## src/supervisor_consts.vh

```
// Constants for the power loss and fan supervisor: timing, register map,
// field positions and reset values.
// Assumes a 50 MHz reference clock and a 16-bit register port.
`ifndef SUPERVISOR_CONSTS_VH
`define SUPERVISOR_CONSTS_VH

// Clock and timing
`define CLK_HZ              50000000
`define WINDOW_SEC          30
`define TACH_GATE_SEC       1
`define SEC_PER_MIN         60
`define TACH_PULSES_PER_REV 2
// Window and gate lengths in clock cycles, sized for the 31-bit counters
`define WINDOW_CYCLES_DEF   31'd1500000000
`define GATE_CYCLES_DEF     31'd50000000

// Restore policies
`define POLICY_ON           2'h0
`define POLICY_OFF          2'h1
`define POLICY_LAST         2'h2

// Register byte addresses
`define ADDR_CONTROL        8'h00
`define ADDR_STATE          8'h04
`define ADDR_FAN_DUTY       8'h08
`define ADDR_FAN_RPM        8'h0C
`define ADDR_IRQ_STATUS     8'h10
`define ADDR_IRQ_MASK       8'h14

// Control register fields
`define CTL_POLICY_LSB      0
`define CTL_POLICY_MSB      1
`define CTL_ON_CMD          2
`define CTL_OFF_CMD         3
`define CTL_ESO_CMD         4

// Event and interrupt bits
`define IRQ_WIDTH           5
`define EV_POWER_ON         0
`define EV_POWER_OFF        1
`define EV_AC_LOSS          2
`define EV_ORDERLY          3
`define EV_WAKE             4

// Loss classification codes
`define CLASS_NONE          2'h0
`define CLASS_ORDERLY       2'h1
`define CLASS_AC_LOSS       2'h2

// Reset values
`define POLICY_RESET        2'h1
`define DUTY_RESET          8'h80
`define MASK_RESET          5'h00

// Retained store layout
`define STORE_IDX           2'h0
`define STORE_LAST_BIT      0
`define STORE_POL_LSB       1
`define STORE_POL_MSB       2

`endif

```

## src/power_loss_and_fan_supervisor.v

```verilog
// Power loss supervision, restore policy, enhanced soft-off wake and fan
// control with tachometer readout, behind a simple register port.
// Assumes all inputs synchronous to ref_clk and a standby-powered clock.
//
// The address-and-strobe port and the register addresses were left to the implementer.
`timescale 1ns/100ps
`default_nettype none
`include "supervisor_consts.vh"

module power_loss_and_fan_supervisor #(
  parameter [30:0] WINDOW_CYCLES = `WINDOW_CYCLES_DEF,
  parameter [30:0] GATE_CYCLES   = `GATE_CYCLES_DEF
) (
  // Clock and reset
  input  wire        ref_clk,
  input  wire        reset,
  // Register port
  input  wire [7:0]  reg_addr,
  input  wire [15:0] reg_wdata,
  input  wire        reg_wr,
  input  wire        reg_rd,
  output wire [15:0] reg_rdata,
  // Supply side
  input  wire        standby_present,
  input  wire        standby_rail_fitted,
  output wire        supply_on_request_n,
  // Wake sources
  input  wire        power_button_n,
  input  wire        sleep_button_n,
  input  wire        smbalert_n,
  // Fan
  output wire        fan_speed_drive,
  input  wire        fan_rotation_pulse_in,
  // Interrupt
  output wire        irq
);

  localparam [2:0] ST_OFF   = 3'h0;
  localparam [2:0] ST_ON    = 3'h1;
  localparam [2:0] ST_WATCH = 3'h2;
  localparam [2:0] ST_ESO   = 3'h3;
  localparam [2:0] ST_LOST  = 3'h4;

  localparam [31:0] TACH_SCALE_FULL =
    `SEC_PER_MIN / (`TACH_GATE_SEC * `TACH_PULSES_PER_REV);
  localparam [15:0] TACH_SCALE      = TACH_SCALE_FULL[15:0];

  reg  [2:0]            state_q;
  reg  [2:0]            state_d;
  reg                   last_on_q;
  reg                   last_on_d;
  reg  [1:0]            policy_q;
  reg  [1:0]            policy_d;
  reg  [1:0]            class_q;
  reg  [1:0]            class_d;
  reg  [30:0]           win_cnt_q;
  reg  [30:0]           win_cnt_d;
  reg  [`IRQ_WIDTH-1:0] events;
  reg                   stby_q;
  reg                   pwr_btn_q;
  reg                   slp_btn_q;
  reg                   alert_q;
  reg                   supply_n_q;
  reg                   on_cmd;
  reg                   off_cmd;
  reg                   eso_cmd;
  reg  [7:0]            duty_q;
  reg  [7:0]            pwm_cnt_q;
  reg                   pwm_q;
  reg                   tach_q;
  reg  [10:0]           pulse_cnt_q;
  reg  [30:0]           gate_cnt_q;
  reg  [15:0]           rpm_q;
  reg  [`IRQ_WIDTH-1:0] mask_q;
  reg  [15:0]           rdata_q;
  wire [`IRQ_WIDTH-1:0] irq_stat_q;
  wire [7:0]            store_rd;
  wire                  pwr_press;
  wire                  slp_press;
  wire                  alert_fall;
  wire                  wake_any;
  wire                  tach_rise;
  wire                  stat_clr;
  wire [15:0]           rpm_calc;

  // Input history for edge detection, standby sampled without pause
  always @(posedge ref_clk) begin
    if (reset) begin
      stby_q    <= 1'b1; // Rail assumed up, so reset alone is no loss
      pwr_btn_q <= 1'b1;
      slp_btn_q <= 1'b1;
      alert_q   <= 1'b1;
      tach_q    <= 1'b1; // Idle tach level, no false edge after reset
    end else begin
      stby_q    <= standby_present;
      pwr_btn_q <= power_button_n;
      slp_btn_q <= sleep_button_n;
      alert_q   <= smbalert_n;
      tach_q    <= fan_rotation_pulse_in;
    end
  end

  assign pwr_press  = pwr_btn_q & ~power_button_n;
  assign slp_press  = slp_btn_q & ~sleep_button_n;
  assign alert_fall = alert_q & ~smbalert_n;
  assign wake_any   = pwr_press | slp_press | alert_fall;
  assign tach_rise  = ~tach_q & fan_rotation_pulse_in;

  // Software command pulses from a control write
  always @* begin
    on_cmd  = 1'b0;
    off_cmd = 1'b0;
    eso_cmd = 1'b0;
    if (reg_wr && (reg_addr == `ADDR_CONTROL)) begin
      on_cmd  = reg_wdata[`CTL_ON_CMD];
      off_cmd = reg_wdata[`CTL_OFF_CMD];
      eso_cmd = reg_wdata[`CTL_ESO_CMD];
    end
  end

  // Power state machine
  always @* begin
    state_d   = state_q;
    last_on_d = last_on_q;
    policy_d  = policy_q;
    class_d   = class_q;
    win_cnt_d = win_cnt_q;
    events    = {`IRQ_WIDTH{1'b0}};
    if (reg_wr && (reg_addr == `ADDR_CONTROL)) begin
      policy_d = reg_wdata[`CTL_POLICY_MSB:`CTL_POLICY_LSB];
    end
    case (state_q)
      ST_OFF: begin
        if (!stby_q) begin
          state_d = ST_LOST;
          class_d = `CLASS_AC_LOSS;
          events[`EV_AC_LOSS] = 1'b1;
        end else if (pwr_press || on_cmd) begin
          state_d   = ST_ON;
          last_on_d = 1'b1;
          events[`EV_POWER_ON] = 1'b1;
        end else if (eso_cmd) begin
          state_d = ST_ESO;
        end
      end
      ST_ON: begin
        if (!stby_q) begin
          state_d = ST_LOST;
          class_d = `CLASS_AC_LOSS;
          events[`EV_AC_LOSS] = 1'b1;
        end else if (pwr_press || off_cmd) begin
          events[`EV_POWER_OFF] = 1'b1;
          if (standby_rail_fitted && (policy_q == `POLICY_LAST)) begin
            // Last state stays on until the window proves an orderly off
            state_d   = ST_WATCH;
            win_cnt_d = 31'h00000000;
            class_d   = `CLASS_NONE;
          end else begin
            state_d   = ST_OFF;
            last_on_d = 1'b0;
          end
        end
      end
      ST_WATCH: begin
        if (!stby_q) begin
          state_d = ST_LOST;
          class_d = `CLASS_AC_LOSS;
          events[`EV_AC_LOSS] = 1'b1;
        end else if (win_cnt_q >= WINDOW_CYCLES - 31'h00000001) begin
          state_d   = ST_OFF;
          class_d   = `CLASS_ORDERLY;
          last_on_d = 1'b0;
          events[`EV_ORDERLY] = 1'b1;
        end else begin
          win_cnt_d = win_cnt_q + 31'h00000001;
        end
      end
      ST_ESO: begin
        if (!stby_q) begin
          state_d = ST_LOST;
          class_d = `CLASS_AC_LOSS;
          events[`EV_AC_LOSS] = 1'b1;
        end else if (wake_any) begin
          state_d   = ST_ON;
          last_on_d = 1'b1;
          events[`EV_WAKE]     = 1'b1;
          events[`EV_POWER_ON] = 1'b1;
        end
      end
      ST_LOST: begin
        if (stby_q) begin
          // Working copies come back from the retained store
          policy_d  = store_rd[`STORE_POL_MSB:`STORE_POL_LSB];
          last_on_d = store_rd[`STORE_LAST_BIT];
          if (!standby_rail_fitted) begin
            state_d = ST_ON;
          end else if (policy_d == `POLICY_ON) begin
            state_d = ST_ON;
          end else if (policy_d == `POLICY_OFF) begin
            state_d = ST_OFF;
          end else if (store_rd[`STORE_LAST_BIT]) begin
            state_d = ST_ON;
          end else begin
            state_d = ST_OFF;
          end
          if (state_d == ST_ON) begin
            last_on_d = 1'b1;
            events[`EV_POWER_ON] = 1'b1;
          end
        end
      end
      default: begin
        state_d = ST_OFF;
      end
    endcase
  end

  // State registers and supply request
  always @(posedge ref_clk) begin
    if (reset) begin
      state_q    <= ST_OFF;
      last_on_q  <= 1'b0;
      policy_q   <= `POLICY_RESET;
      class_q    <= `CLASS_NONE;
      win_cnt_q  <= 31'h00000000;
      supply_n_q <= 1'b1;
    end else begin
      state_q    <= state_d;
      last_on_q  <= last_on_d;
      policy_q   <= policy_d;
      class_q    <= class_d;
      win_cnt_q  <= win_cnt_d;
      supply_n_q <= (state_d != ST_ON);
    end
  end

  assign supply_on_request_n = supply_n_q;

  // Retained copy of policy and last state, frozen while power is lost
  retain_store u_store (
    .ref_clk (ref_clk),
    .reset   (reset),
    .wr_en   (state_q != ST_LOST),
    .wr_idx  (`STORE_IDX),
    .wr_data ({5'h00, policy_q, last_on_q}),
    .rd_idx  (`STORE_IDX),
    .rd_data (store_rd)
  );

  // Fan PWM: free running counter compared with the duty
  always @(posedge ref_clk) begin
    if (reset) begin
      duty_q    <= `DUTY_RESET;
      pwm_cnt_q <= 8'h00;
      pwm_q     <= 1'b0;
    end else begin
      if (reg_wr && (reg_addr == `ADDR_FAN_DUTY)) begin
        duty_q <= reg_wdata[7:0];
      end
      pwm_cnt_q <= pwm_cnt_q + 8'h01;
      pwm_q     <= (pwm_cnt_q < duty_q);
    end
  end

  assign fan_speed_drive = pwm_q;

  // Tach edges over a gate, scaled to a minute per two pulses a turn
  assign rpm_calc = {5'h00, pulse_cnt_q} * TACH_SCALE;

  always @(posedge ref_clk) begin
    if (reset) begin
      pulse_cnt_q <= 11'h000;
      gate_cnt_q  <= 31'h00000000;
      rpm_q       <= 16'h0000;
    end else if (gate_cnt_q >= GATE_CYCLES - 31'h00000001) begin
      gate_cnt_q  <= 31'h00000000;
      rpm_q       <= rpm_calc;
      pulse_cnt_q <= {10'h000, tach_rise};
    end else begin
      gate_cnt_q <= gate_cnt_q + 31'h00000001;
      if (tach_rise && (pulse_cnt_q != 11'h7FF)) begin
        pulse_cnt_q <= pulse_cnt_q + 11'h001; // Saturates
      end
    end
  end

  // Sticky status bits, read clears, a new event wins over the clear
  assign stat_clr = reg_rd && (reg_addr == `ADDR_IRQ_STATUS);

  genvar gi;
  generate
    for (gi = 0; gi < `IRQ_WIDTH; gi = gi + 1) begin : g_stat
      reg bit_q;
      always @(posedge ref_clk) begin
        if (reset) begin
          bit_q <= 1'b0;
        end else if (events[gi]) begin
          bit_q <= 1'b1;
        end else if (stat_clr) begin
          bit_q <= 1'b0;
        end
      end
      assign irq_stat_q[gi] = bit_q;
    end
  endgenerate

  // Interrupt mask
  always @(posedge ref_clk) begin
    if (reset) begin
      mask_q <= `MASK_RESET;
    end else if (reg_wr && (reg_addr == `ADDR_IRQ_MASK)) begin
      mask_q <= reg_wdata[`IRQ_WIDTH-1:0];
    end
  end

  assign irq = |(irq_stat_q & mask_q);

  // Read data, valid only in the cycle after the strobe
  always @(posedge ref_clk) begin
    if (reset) begin
      rdata_q <= 16'h0000;
    end else if (reg_rd) begin
      if (reg_addr == `ADDR_CONTROL) begin
        rdata_q <= {14'h0000, policy_q};
      end else if (reg_addr == `ADDR_STATE) begin
        rdata_q <= {10'h000, class_q, last_on_q, state_q};
      end else if (reg_addr == `ADDR_FAN_DUTY) begin
        rdata_q <= {8'h00, duty_q};
      end else if (reg_addr == `ADDR_FAN_RPM) begin
        rdata_q <= rpm_q;
      end else if (reg_addr == `ADDR_IRQ_STATUS) begin
        rdata_q <= {11'h000, irq_stat_q};
      end else if (reg_addr == `ADDR_IRQ_MASK) begin
        rdata_q <= {11'h000, mask_q};
      end else begin
        rdata_q <= 16'h0000; // Unmapped
      end
    end else begin
      rdata_q <= 16'h0000;
    end
  end

  assign reg_rdata = rdata_q;

endmodule // power_loss_and_fan_supervisor

`default_nettype wire

```

## src/retain_store.v

```verilog
// Small retained store holding the restore policy and last on/off state.
// Contents are never reset, so they outlive a loss of the supervised rail.
// Read is write-first; read data comes out of a register.
`timescale 1ns/100ps
`default_nettype none

module retain_store (
  // Clock and reset
  input  wire       ref_clk,
  input  wire       reset,
  // Write port
  input  wire       wr_en,
  input  wire [1:0] wr_idx,
  input  wire [7:0] wr_data,
  // Read port
  input  wire [1:0] rd_idx,
  output reg  [7:0] rd_data
);

  reg [7:0] mem [0:3];

  // Array write, kept out of reset on purpose
  always @(posedge ref_clk) begin
    if (wr_en) begin
      mem[wr_idx] <= wr_data;
    end
  end

  // Registered read, new data wins on a same-entry write
  always @(posedge ref_clk) begin
    if (reset) begin
      rd_data <= 8'h00;
    end else if (wr_en && (wr_idx == rd_idx)) begin
      rd_data <= wr_data;
    end else begin
      rd_data <= mem[rd_idx];
    end
  end

endmodule // retain_store

`default_nettype wire

```

## config.mk

```make
export PLATFORM = sky130hd
export DESIGN_NAME = power_loss_and_fan_supervisor
export DESIGN_NICKNAME = d
export VERILOG_FILES = /design/src/power_loss_and_fan_supervisor.v /design/src/retain_store.v
export VERILOG_INCLUDE_DIRS = /design/src
export SDC_FILE = /design/constraint.sdc
export NUM_CORES = 1
export LEC_CHECK = 0
export BUFFER_PORTS_ARGS = -buffer_cell sky130_fd_sc_hd__buf_2
export CAP_MARGIN = 10
export CORE_UTILIZATION = 50
export CTS_CLUSTER_DIAMETER = 120
export DETAILED_ROUTE_END_ITERATION = 6
export GPL_TIMING_DRIVEN = 0
export PLACE_DENSITY = 0.65
export SLEW_MARGIN = 40
export SYNTH_ARGS = -nofsm -noshare
export SYNTH_HDL_FRONTEND = slang
export SYNTH_HIERARCHICAL = 1
export SYNTH_SLANG_ARGS = --single-unit
```

## constraint.sdc

```tcl
create_clock -name ref_clk -period 3.7 [get_ports ref_clk]
set_input_delay 0.185 -clock ref_clk [delete_from_list [all_inputs] [get_ports ref_clk]]
set_output_delay 0.185 -clock ref_clk [all_outputs]
set_load 0.02 [all_outputs]
```

==> results.toml, run 1 <==
[worst_setup_path]
cp_data_arrival_time_ps = 3720
regToRegStartpoint = "pulse_cnt_q[3]"
crit_chain = "inv_1 -> fa_1 -> fa_1 -> inv_1 -> ha_1 -> a211oi_2 -> o21a_1 -> o31ai_1 -> o41ai_1 -> xnor2_1 -> mux2i_1 -> nor2_1"
rr_endpoint = "rpm_q[15]"
max_stage_delay_ps = 530
rrSetupSlack_ps = 270
slowest_stage = "fa_1"
crit_type = "register to register"
cp-end-kind = "register"
crit_path_start_kind = "register"
crit_path_max_fanout = 5
cp.required_ps = 4000
rr_worst_depth = 12

[finish]
nets = 1091
syn_to_final_growth_pct = 14.5
num_antenna_cells = 0
drive_above_1_share = 0.121
instances_no_fill = 1231

[logic_synthesis]
synth_area_um2 = 8310
synth.avg_cell_area_um2 = 9.08
yosys_warnings = 6
syn_inst = 915

[grt]
grt_usage = 0.230
grt_pass1_vias = 6265
gr-total-overflow = 0
grt_pass1_wl_mm = 30.5
grt_antenna_before_repair = 0
grt_max_degree = 18

[clock_tree]
cts_made_buffers = 17
clock-sinks = 160
clock_latency_ps = 430
post_cts.repair.setup_buffers = 0
htreeDepth = 4
cts_root_buf = "clkbuf_16"
clk_path_buf_depth = 2
cts_tree = "built"
clk_pin_slew_ps = 70

[timing]
rsz0062_at_grt = "no"
finalWorstSetupSlack_ps = 274
fin_skew_ps = 14.0
tns_ps = 0
fmax_ghz = 0.292
tightestPinTransition_ps = 781
fin_crit_sh = 0.926
max_slew_margin = 0.477
final.min_clock_period_ps = 3430
final-setup-viol-count = 0
drv_slew = 0
hold_violations = 0

[floorplanning]
row_count = 46
ios = 53
die_h_um = 131
core_um2 = 16100
die_area_um2 = 17100
start_util = 0.518
fp.dieW_um = 131

[power_and_ir_drop]
total_leakage_power_uw = 0.00377
peakVddDrop_uv = 346
cellPowerDensity_nw_per_um2 = 385

[routing]
drt_iter0_drc = 388
via_per_inst = 5.43
firstDrtPassIters = 5
route.detailed.drc = 0
vias = 6685
post_drt_wl_per_cell_um = 15.1
ant_nets = 0
finalWirelength_mm = 18.6

[placed_design]
place_ws_ps = 246
port_buffers = 43
dp.cells = 1192
routabilityCongestion = 0.835
hpwl_mm = 13.7

[flow_run]
max_cap_violations = 0

[min_path]
whs_path_depth = 3
hp-start = "reg_wdata[0]"
holdCritPathClass = "input pin to register"
hold_end = "mask_q[0]"

[outcome]
status = "finished, final reports clean"
## cells in the final DEF (no fill, tap or decap), types with 4 or more instances in the layout
master	count
a211o_1	4
buf_6	4
a21oi_1	52
dfxtp_1	148
nand2b_1	7
conb_1	19
fa_1	19
inv_1	32
dlygate4sd3_1	7
o31ai_1	14
and3_1	20
nand3_1	38
or3_1	9
a31oi_1	7
mux2i_1	23
nor2_1	129
edfxtp_1	12
or2_2	10
a22oi_1	5
a21o_1	4
nor2b_1	10
clkbuf_16	17
nor4_1	6
o21ai_0	31
nor3_1	19
xor2_1	34
or4_1	12
nand4_1	16
o211ai_1	8
and2_1	10
buf_2	47
clkbuf_1	26
a211oi_1	4
xnor2_1	24
ha_1	36
inv_6	7
a222oi_1	4
and4_1	9
nand2_1	65
## routing by layer
| metal | vias up | part of all wire | track usage |
|---|---|---|---|
| met5 | - | 0 | 0 |
| li1 | 3384 | - | - |
| met4 | 0 | 0.013 | 0.0615 |
| met2 | 138 | 0.48 | 0.393 |
| met1 | 3140 | 0.46 | 0.292 |
| met3 | 23 | 0.042 | 0.0489 |
## worst max-delay path: cells and delay by family (launching register included)
kind | cells | cell delay, ps
adders and majority gates | 3 | 1390
buffers and inverters | 2 | 210
AOI/OAI and AO/OA | 4 | 890
DFF | 1 | 480
and+or+nand+nor | 1 | 60
xor gates and xnor gates | 1 | 140
muxes | 1 | 140
## power by group
group / leakage [uW] / switching (uW) / internal [uW]
logic: 0.00219 / 108 / 72.9
clock network: 0.000274 / 794 / 890
registers: 0.00130 / 21.2 / 1770
## timing repair
item | CTS | global route
hold buffers | 7 | 0
endpoints found under the setup margin | 0 | 1
gates resized for setup | 0 | 1
hold endpoints to repair | 7 | 0
## through the flow
| step | util | instance area, um^2 | hold WS [ps] | power (uW) |
|---|---|---|---|---|
| floorplan | - | 8380 | 289 | 1940 |
| global placement | 0.552 | 8860 | 375 | 2000 |
| detailed placement | 0.552 | 8860 | 382 | 2000 |
| CTS | 0.592 | 9510 | 36.3 | 3690 |
| global route | 0.592 | 9510 | 52.9 | 3790 |
| finish | 0.592 | 9510 | 48.4 | 3660 |
## registers in the layout, indices dropped and copies added (netlist names), 2 cells and up
name / count
u_store/mem: 12
duty_q: 8
pulse_cnt_q: 11
reg_rdata: 16
g_stat.bit_q: 5
u_store/rd_data: 3
state_q: 3
pwm_cnt_q: 8
rpm_q: 15
win_cnt_q: 31
policy_q: 2
mask_q: 5
class_q: 2
gate_cnt_q: 31
## how the worst max path moves through the flow
stage	cells past startpoint	end	startpoint
6_report	12	rpm_q[15]	pulse_cnt_q[3]
4_1_cts	12	rpm_q[15]	pulse_cnt_q[3]
3_5_place_dp	12	rpm_q[15]	pulse_cnt_q[3]
5_1_grt	12	rpm_q[15]	pulse_cnt_q[3]
2_1_floorplan	12	rpm_q[15]	pulse_cnt_q[3]
3_3_place_gp	12	rpm_q[15]	pulse_cnt_q[3]
## cell type report
type / count / area [um^2]
fill: 1434 / 6550
multi-input combinational: 701 / 4740
sequential: 160 / 3320
clock buffer: 17 / 425
timing repair buffer: 50 / 285
tap: 216 / 270
buffer: 39 / 194
clock inverter: 15 / 148
inverter: 33 / 124
(Power assumes the default switching activity.)
==> run 2: changes to the inputs <==
==> constraint.sdc (replaced) <==
create_clock -name ref_clk -period 3.2 [get_ports ref_clk]
set_input_delay 0.16 -clock ref_clk [delete_from_list [all_inputs] [get_ports ref_clk]]
set_output_delay 0.16 -clock ref_clk [all_outputs]
set_load 0.02 [all_outputs]
==> results.toml, run 2 (synthesis gave the netlist of run 1 again) <==
[routing]
drt_iter0_drc = 393
firstDrtPassIters = 5
route.detailed.drc = 0
ant_nets = 0
vias = 6742
via_per_inst = 5.45
finalWirelength_mm = 18.8
post_drt_wl_per_cell_um = 15.2

[timing]
hold_violations = 0
max_slew_margin = 0.479
final-setup-viol-count = 0
holdWs_ps = 26.0
final.min_clock_period_ps = 3130
tns_ps = 0
drv_slew = 0
fmax_ghz = 0.319
fin_crit_sh = 0.979
rsz0062_at_grt = "yes"
tightestPinTransition_ps = 778
finalWorstSetupSlack_ps = 67.0
fin_skew_ps = 14.9

[min_path]
holdCritPathClass = "input pin to register"

[clock_tree]
cts_made_buffers = 17
htreeDepth = 4
clock_latency_ps = 430
clock-sinks = 160
clk_path_buf_depth = 2
cts_tree = "built"
clk_pin_slew_ps = 70
cts_root_buf = "clkbuf_16"

[floorplanning]
fp.dieW_um = 131
start_util = 0.518
ios = 53
die_area_um2 = 17100
core_um2 = 16100
die_h_um = 131
row_count = 46

[worst_setup_path]
crit_type = "register to register"
crit_path_max_fanout = 5
cp_data_arrival_time_ps = 3430
crit_path_start_kind = "register"
cp-end-kind = "register"
cp.required_ps = 3500

[flow_run]
max_cap_violations = 0

[power_and_ir_drop]
peakVddDrop_uv = 401
total_leakage_power_uw = 0.00381
cellPowerDensity_nw_per_um2 = 439

[finish]
layout_common_cells = "dfxtp_1 (138), nor2_1 (129), nand2_1 (65)"
final_common_cell = "dfxtp_1"
n_fill_cell = 1419
nets = 1097
num_antenna_cells = 0
drive_above_1_share = 0.145
syn_to_final_growth_pct = 16.0

[grt]
grt_pass1_wl_mm = 30.8
grt_pass1_vias = 6337
gr-total-overflow = 0
grt_antenna_before_repair = 0
grt_max_degree = 18
grt_usage = 0.233

[placed_design]
hpwl_mm = 13.7
place_ws_ps = -254
routabilityCongestion = 0.835
port_buffers = 43

[outcome]
status = "finished, final reports clean"
-- run 2: cell types whose count changed in the layout (fill, tap and decap cells not counted), moves of 3 or more --
| cell | delta |
|---|---|
| dfxtp_2 | +5 |
| ha_1 | -3 |
| dfxtp_4 | +5 |
| buf_4 | +6 |
| dfxtp_1 | -10 |
| ha_4 | +3 |
-- run 2: final cells by class --
class,instances,area [um^2],area share
buffer,39,194,0.0201
clock inverter,15,148,0.0153
sequential,160,3350,0.347
clock buffer,17,425,0.0441
inverter,33,124,0.0129
multi-input combinational,701,4800,0.498
tap,216,270,0.0280
timing repair buffer,56,330,0.0343
-- run 2: routing by layer --
metal / vias up / global-route usage / routed length [um]
met5: - / 0 / 0
met3: 23 / 0.0489 / 661
met4: 0 / 0.0615 / 235
met1: 3202 / 0.292 / 8750
li1: 3399 / - / -
met2: 118 / 0.404 / 9170
-- run 2: power by group --
| group | total, uW | internal [uW] | leakage, uW | switching (uW) |
|---|---|---|---|---|
| Combinational | 210 | 85.3 | 0.00223 | 125 |
| Sequential | 2070 | 2040 | 0.00131 | 24.2 |
| Clock | 1950 | 1030 | 0.000274 | 925 |
| Total | 4230 | 3160 | 0.00381 | 1070 |
-- run 2: repair_timing --
action / 4_1_cts / 5_1_grt
pin swaps: 10 / 7
gates resized for setup: 25 / 2
buffers inserted: 4 / 2
setup endpoints to repair: 7 / 5
endpoints found under the hold margin: 7 / 0
hold buffers: 7 / 0
-- run 2: final timing paths --
path	start	end	slack [ps]	cells past startpoint
setup / recovery	pulse_cnt_q[0]	rpm_q[15]	70	10
hold / removal	reg_wdata[0]	mask_q[0]	30	3
setup reg to reg	pulse_cnt_q[0]	rpm_q[15]	70	10
hold reg to reg	gate_cnt_q[0]	gate_cnt_q[0]	470	1
-- run 2: per-stage QoR --
| stage | power, uW | util | instances | instance area [um^2] |
|---|---|---|---|---|
| floorplan | 2240 | - | 933 | 8380 |
| global placement | 2310 | 0.552 | 1192 | 8860 |
| detailed placement | 2320 | 0.552 | 1192 | 8860 |
| CTS | 4270 | 0.599 | 1235 | 9620 |
| global route | 4380 | 0.600 | 1237 | 9640 |
| finish | 4230 | 0.600 | 1237 | 9640 |
-- run 2: critical path, cell delays in order, from the launching register on --
cell and delay (ps):
dfxtp_4 370, fa_1 570, fa_1 460, fa_2 380
a211oi_2 300, o21a_1 230, o31ai_2 110, o41ai_2 260
xnor2_1 130, mux2i_1 130, nor2_1 60
==> run 3: changes to the inputs <==
--- a/config.mk
+++ b/config.mk
@@ -6,13 +6,14 @@
 export SDC_FILE = /design/constraint.sdc
 export NUM_CORES = 1
 export LEC_CHECK = 0
+export ABC_CLOCK_PERIOD_IN_PS = 3200
 export BUFFER_PORTS_ARGS = -buffer_cell sky130_fd_sc_hd__buf_2
 export CAP_MARGIN = 10
 export CORE_UTILIZATION = 50
 export CTS_CLUSTER_DIAMETER = 120
 export DETAILED_ROUTE_END_ITERATION = 6
 export GPL_TIMING_DRIVEN = 0
-export PLACE_DENSITY = 0.65
+export PLACE_DENSITY = 0.73
 export SLEW_MARGIN = 40
 export SYNTH_ARGS = -nofsm -noshare
 export SYNTH_HDL_FRONTEND = slang
==> results.toml, run 3 (synthesis gave the netlist of run 1 again) <==
[outcome]
status = "finished, final reports clean"

[timing]
fin_crit_sh = 0.963
final-setup-viol-count = 0
hold_violations = 0
tns_ps = 0
rsz0062_at_grt = "yes"
final.min_clock_period_ps = 3080
max_slew_margin = 0.482
tightestPinTransition_ps = 773
fin_skew_ps = 8.27
fmax_ghz = 0.324
drv_slew = 0

[clock_tree]
cts_made_buffers = 17
cts_tree = "built"
clock_latency_ps = 430
clk_pin_slew_ps = 70
clk_path_buf_depth = 2
cts_root_buf = "clkbuf_16"
htreeDepth = 4
clock-sinks = 160

[grt]
grt_max_degree = 17
grt_pass1_vias = 6592
grt_antenna_before_repair = 0
gr-total-overflow = 0
grt_pass1_wl_mm = 30.6
grt_usage = 0.232

[worst_setup_path]
crit_path_max_fanout = 5
cp.required_ps = 3490
path_delay_family = "adder cells"
critPathBufInv = 2
max_stage_delay_ps = 510
slowest_stage = "fa_1"
cp_data_arrival_time_ps = 3380
cp-end-kind = "register"
crit_path_start_kind = "register"
crit_type = "register to register"
crit_chain = "inv_1 -> fa_1 -> fa_1 -> inv_1 -> ha_1 -> o21ai_2 -> o21a_1 -> o31ai_2 -> o41ai_2 -> xnor2_1 -> mux2i_1 -> nor2_1"

[placed_design]
routabilityCongestion = 0.844
port_buffers = 43
hpwl_mm = 13.5

[routing]
ant_nets = 0
vias = 6830
via_per_inst = 5.54
route.detailed.drc = 0
post_drt_wl_per_cell_um = 15.1
firstDrtPassIters = 5
finalWirelength_mm = 18.6
drt_iter0_drc = 482

[min_path]
holdCritPathClass = "input pin to register"

[power_and_ir_drop]
switchingPower_uw = 1000
p_sw_frac = 0.237
peakVddDrop_uv = 417
p_clk_frac = 0.461
p_int_uw = 3230
p_comb_frac = 0.050
seqPwrFrac = 0.489
total_leakage_power_uw = 0.00379
cellPowerDensity_nw_per_um2 = 443

[finish]
drive_above_1_share = 0.139
layout_common_cells = "dfxtp_1 (138), nor2_1 (129), nand2_1 (65)"
nets = 1092
seqCellArea_um2 = 3340
final_common_cell = "dfxtp_1"
syn_to_final_growth_pct = 15.1
num_antenna_cells = 0
fin_util = 0.596
multi_input_area_um2 = 4780
n_fill_cell = 1391

[floorplanning]
ios = 53
core_um2 = 16100
start_util = 0.518
fp.dieW_um = 131
row_count = 46
die_h_um = 131
die_area_um2 = 17100

[flow_run]
max_cap_violations = 0
run 3: power groups by stage:
stage               logic (uW)  clock network, uW  registers, uW
CTS                        207               1980           2070
global placement           196                  0           2120
detailed placement         199                  0           2120
floorplan                  133                  0           2110
finish                     212               1950           2070
global route               233               2060           2070
run 3: timing repair:
action | 4_1_cts | 5_1_grt
pin swaps | 3 | 1
gates resized for setup | 15 | 7
hold endpoints to repair | 7 | 0
hold buffers | 7 | 0
setup endpoints to repair | 7 | 6
buffers inserted | 1 | 0
run 3: area by class of cell:
type | count | share of cell area
multi-input combinational | 701 | 0.499
sequential | 160 | 0.349
clock buffer | 18 | 0.0459
timing repair buffer | 51 | 0.0306
tap | 216 | 0.0282
buffer | 39 | 0.0203
clock inverter | 14 | 0.0136
inverter | 33 | 0.0129
run 3: worst paths after layout:
check            startpoint            to  slack, ps  cells past startpoint
min            reg_wdata[0]     duty_q[0]         20                      3
max reg2reg  pulse_cnt_q[3]     rpm_q[15]        120                     12
min reg2reg        rpm_q[9]  reg_rdata[9]        450                      1
max          pulse_cnt_q[3]     rpm_q[15]        120                     12
run 3: routing by layer:
metal | track usage | vias up | part of all wire | wire [um]
met1 | 0.270 | 3266 | 0.44 | 8080
met4 | 0.0838 | 0 | 0.019 | 360
met3 | 0.0529 | 28 | 0.045 | 831
met5 | 0 | - | 0 | 0
met2 | 0.415 | 143 | 0.50 | 9290
li1 | - | 3393 | - | -
run 3: per-stage QoR:
stage                     worst slack (ps)  instance area (um^2)  total power [uW]  hold slack [ps]  cells
final                                  118                  9570              4240             15.5   1232
after global routing                 -20.0                  9570              4370             11.2   1232
after CTS                             1.69                  9550              4260             4.69   1232
after detailed placement              -270                  8860              2320              360   1192
after global placement                -248                  8860              2310              346   1192
after floorplan                       52.6                  8380              2240              264    933
run 3: tightest hold or removal path: stages:
cell	delay, ps
buf_2	110
mux2i_1	70
nor2_1	70
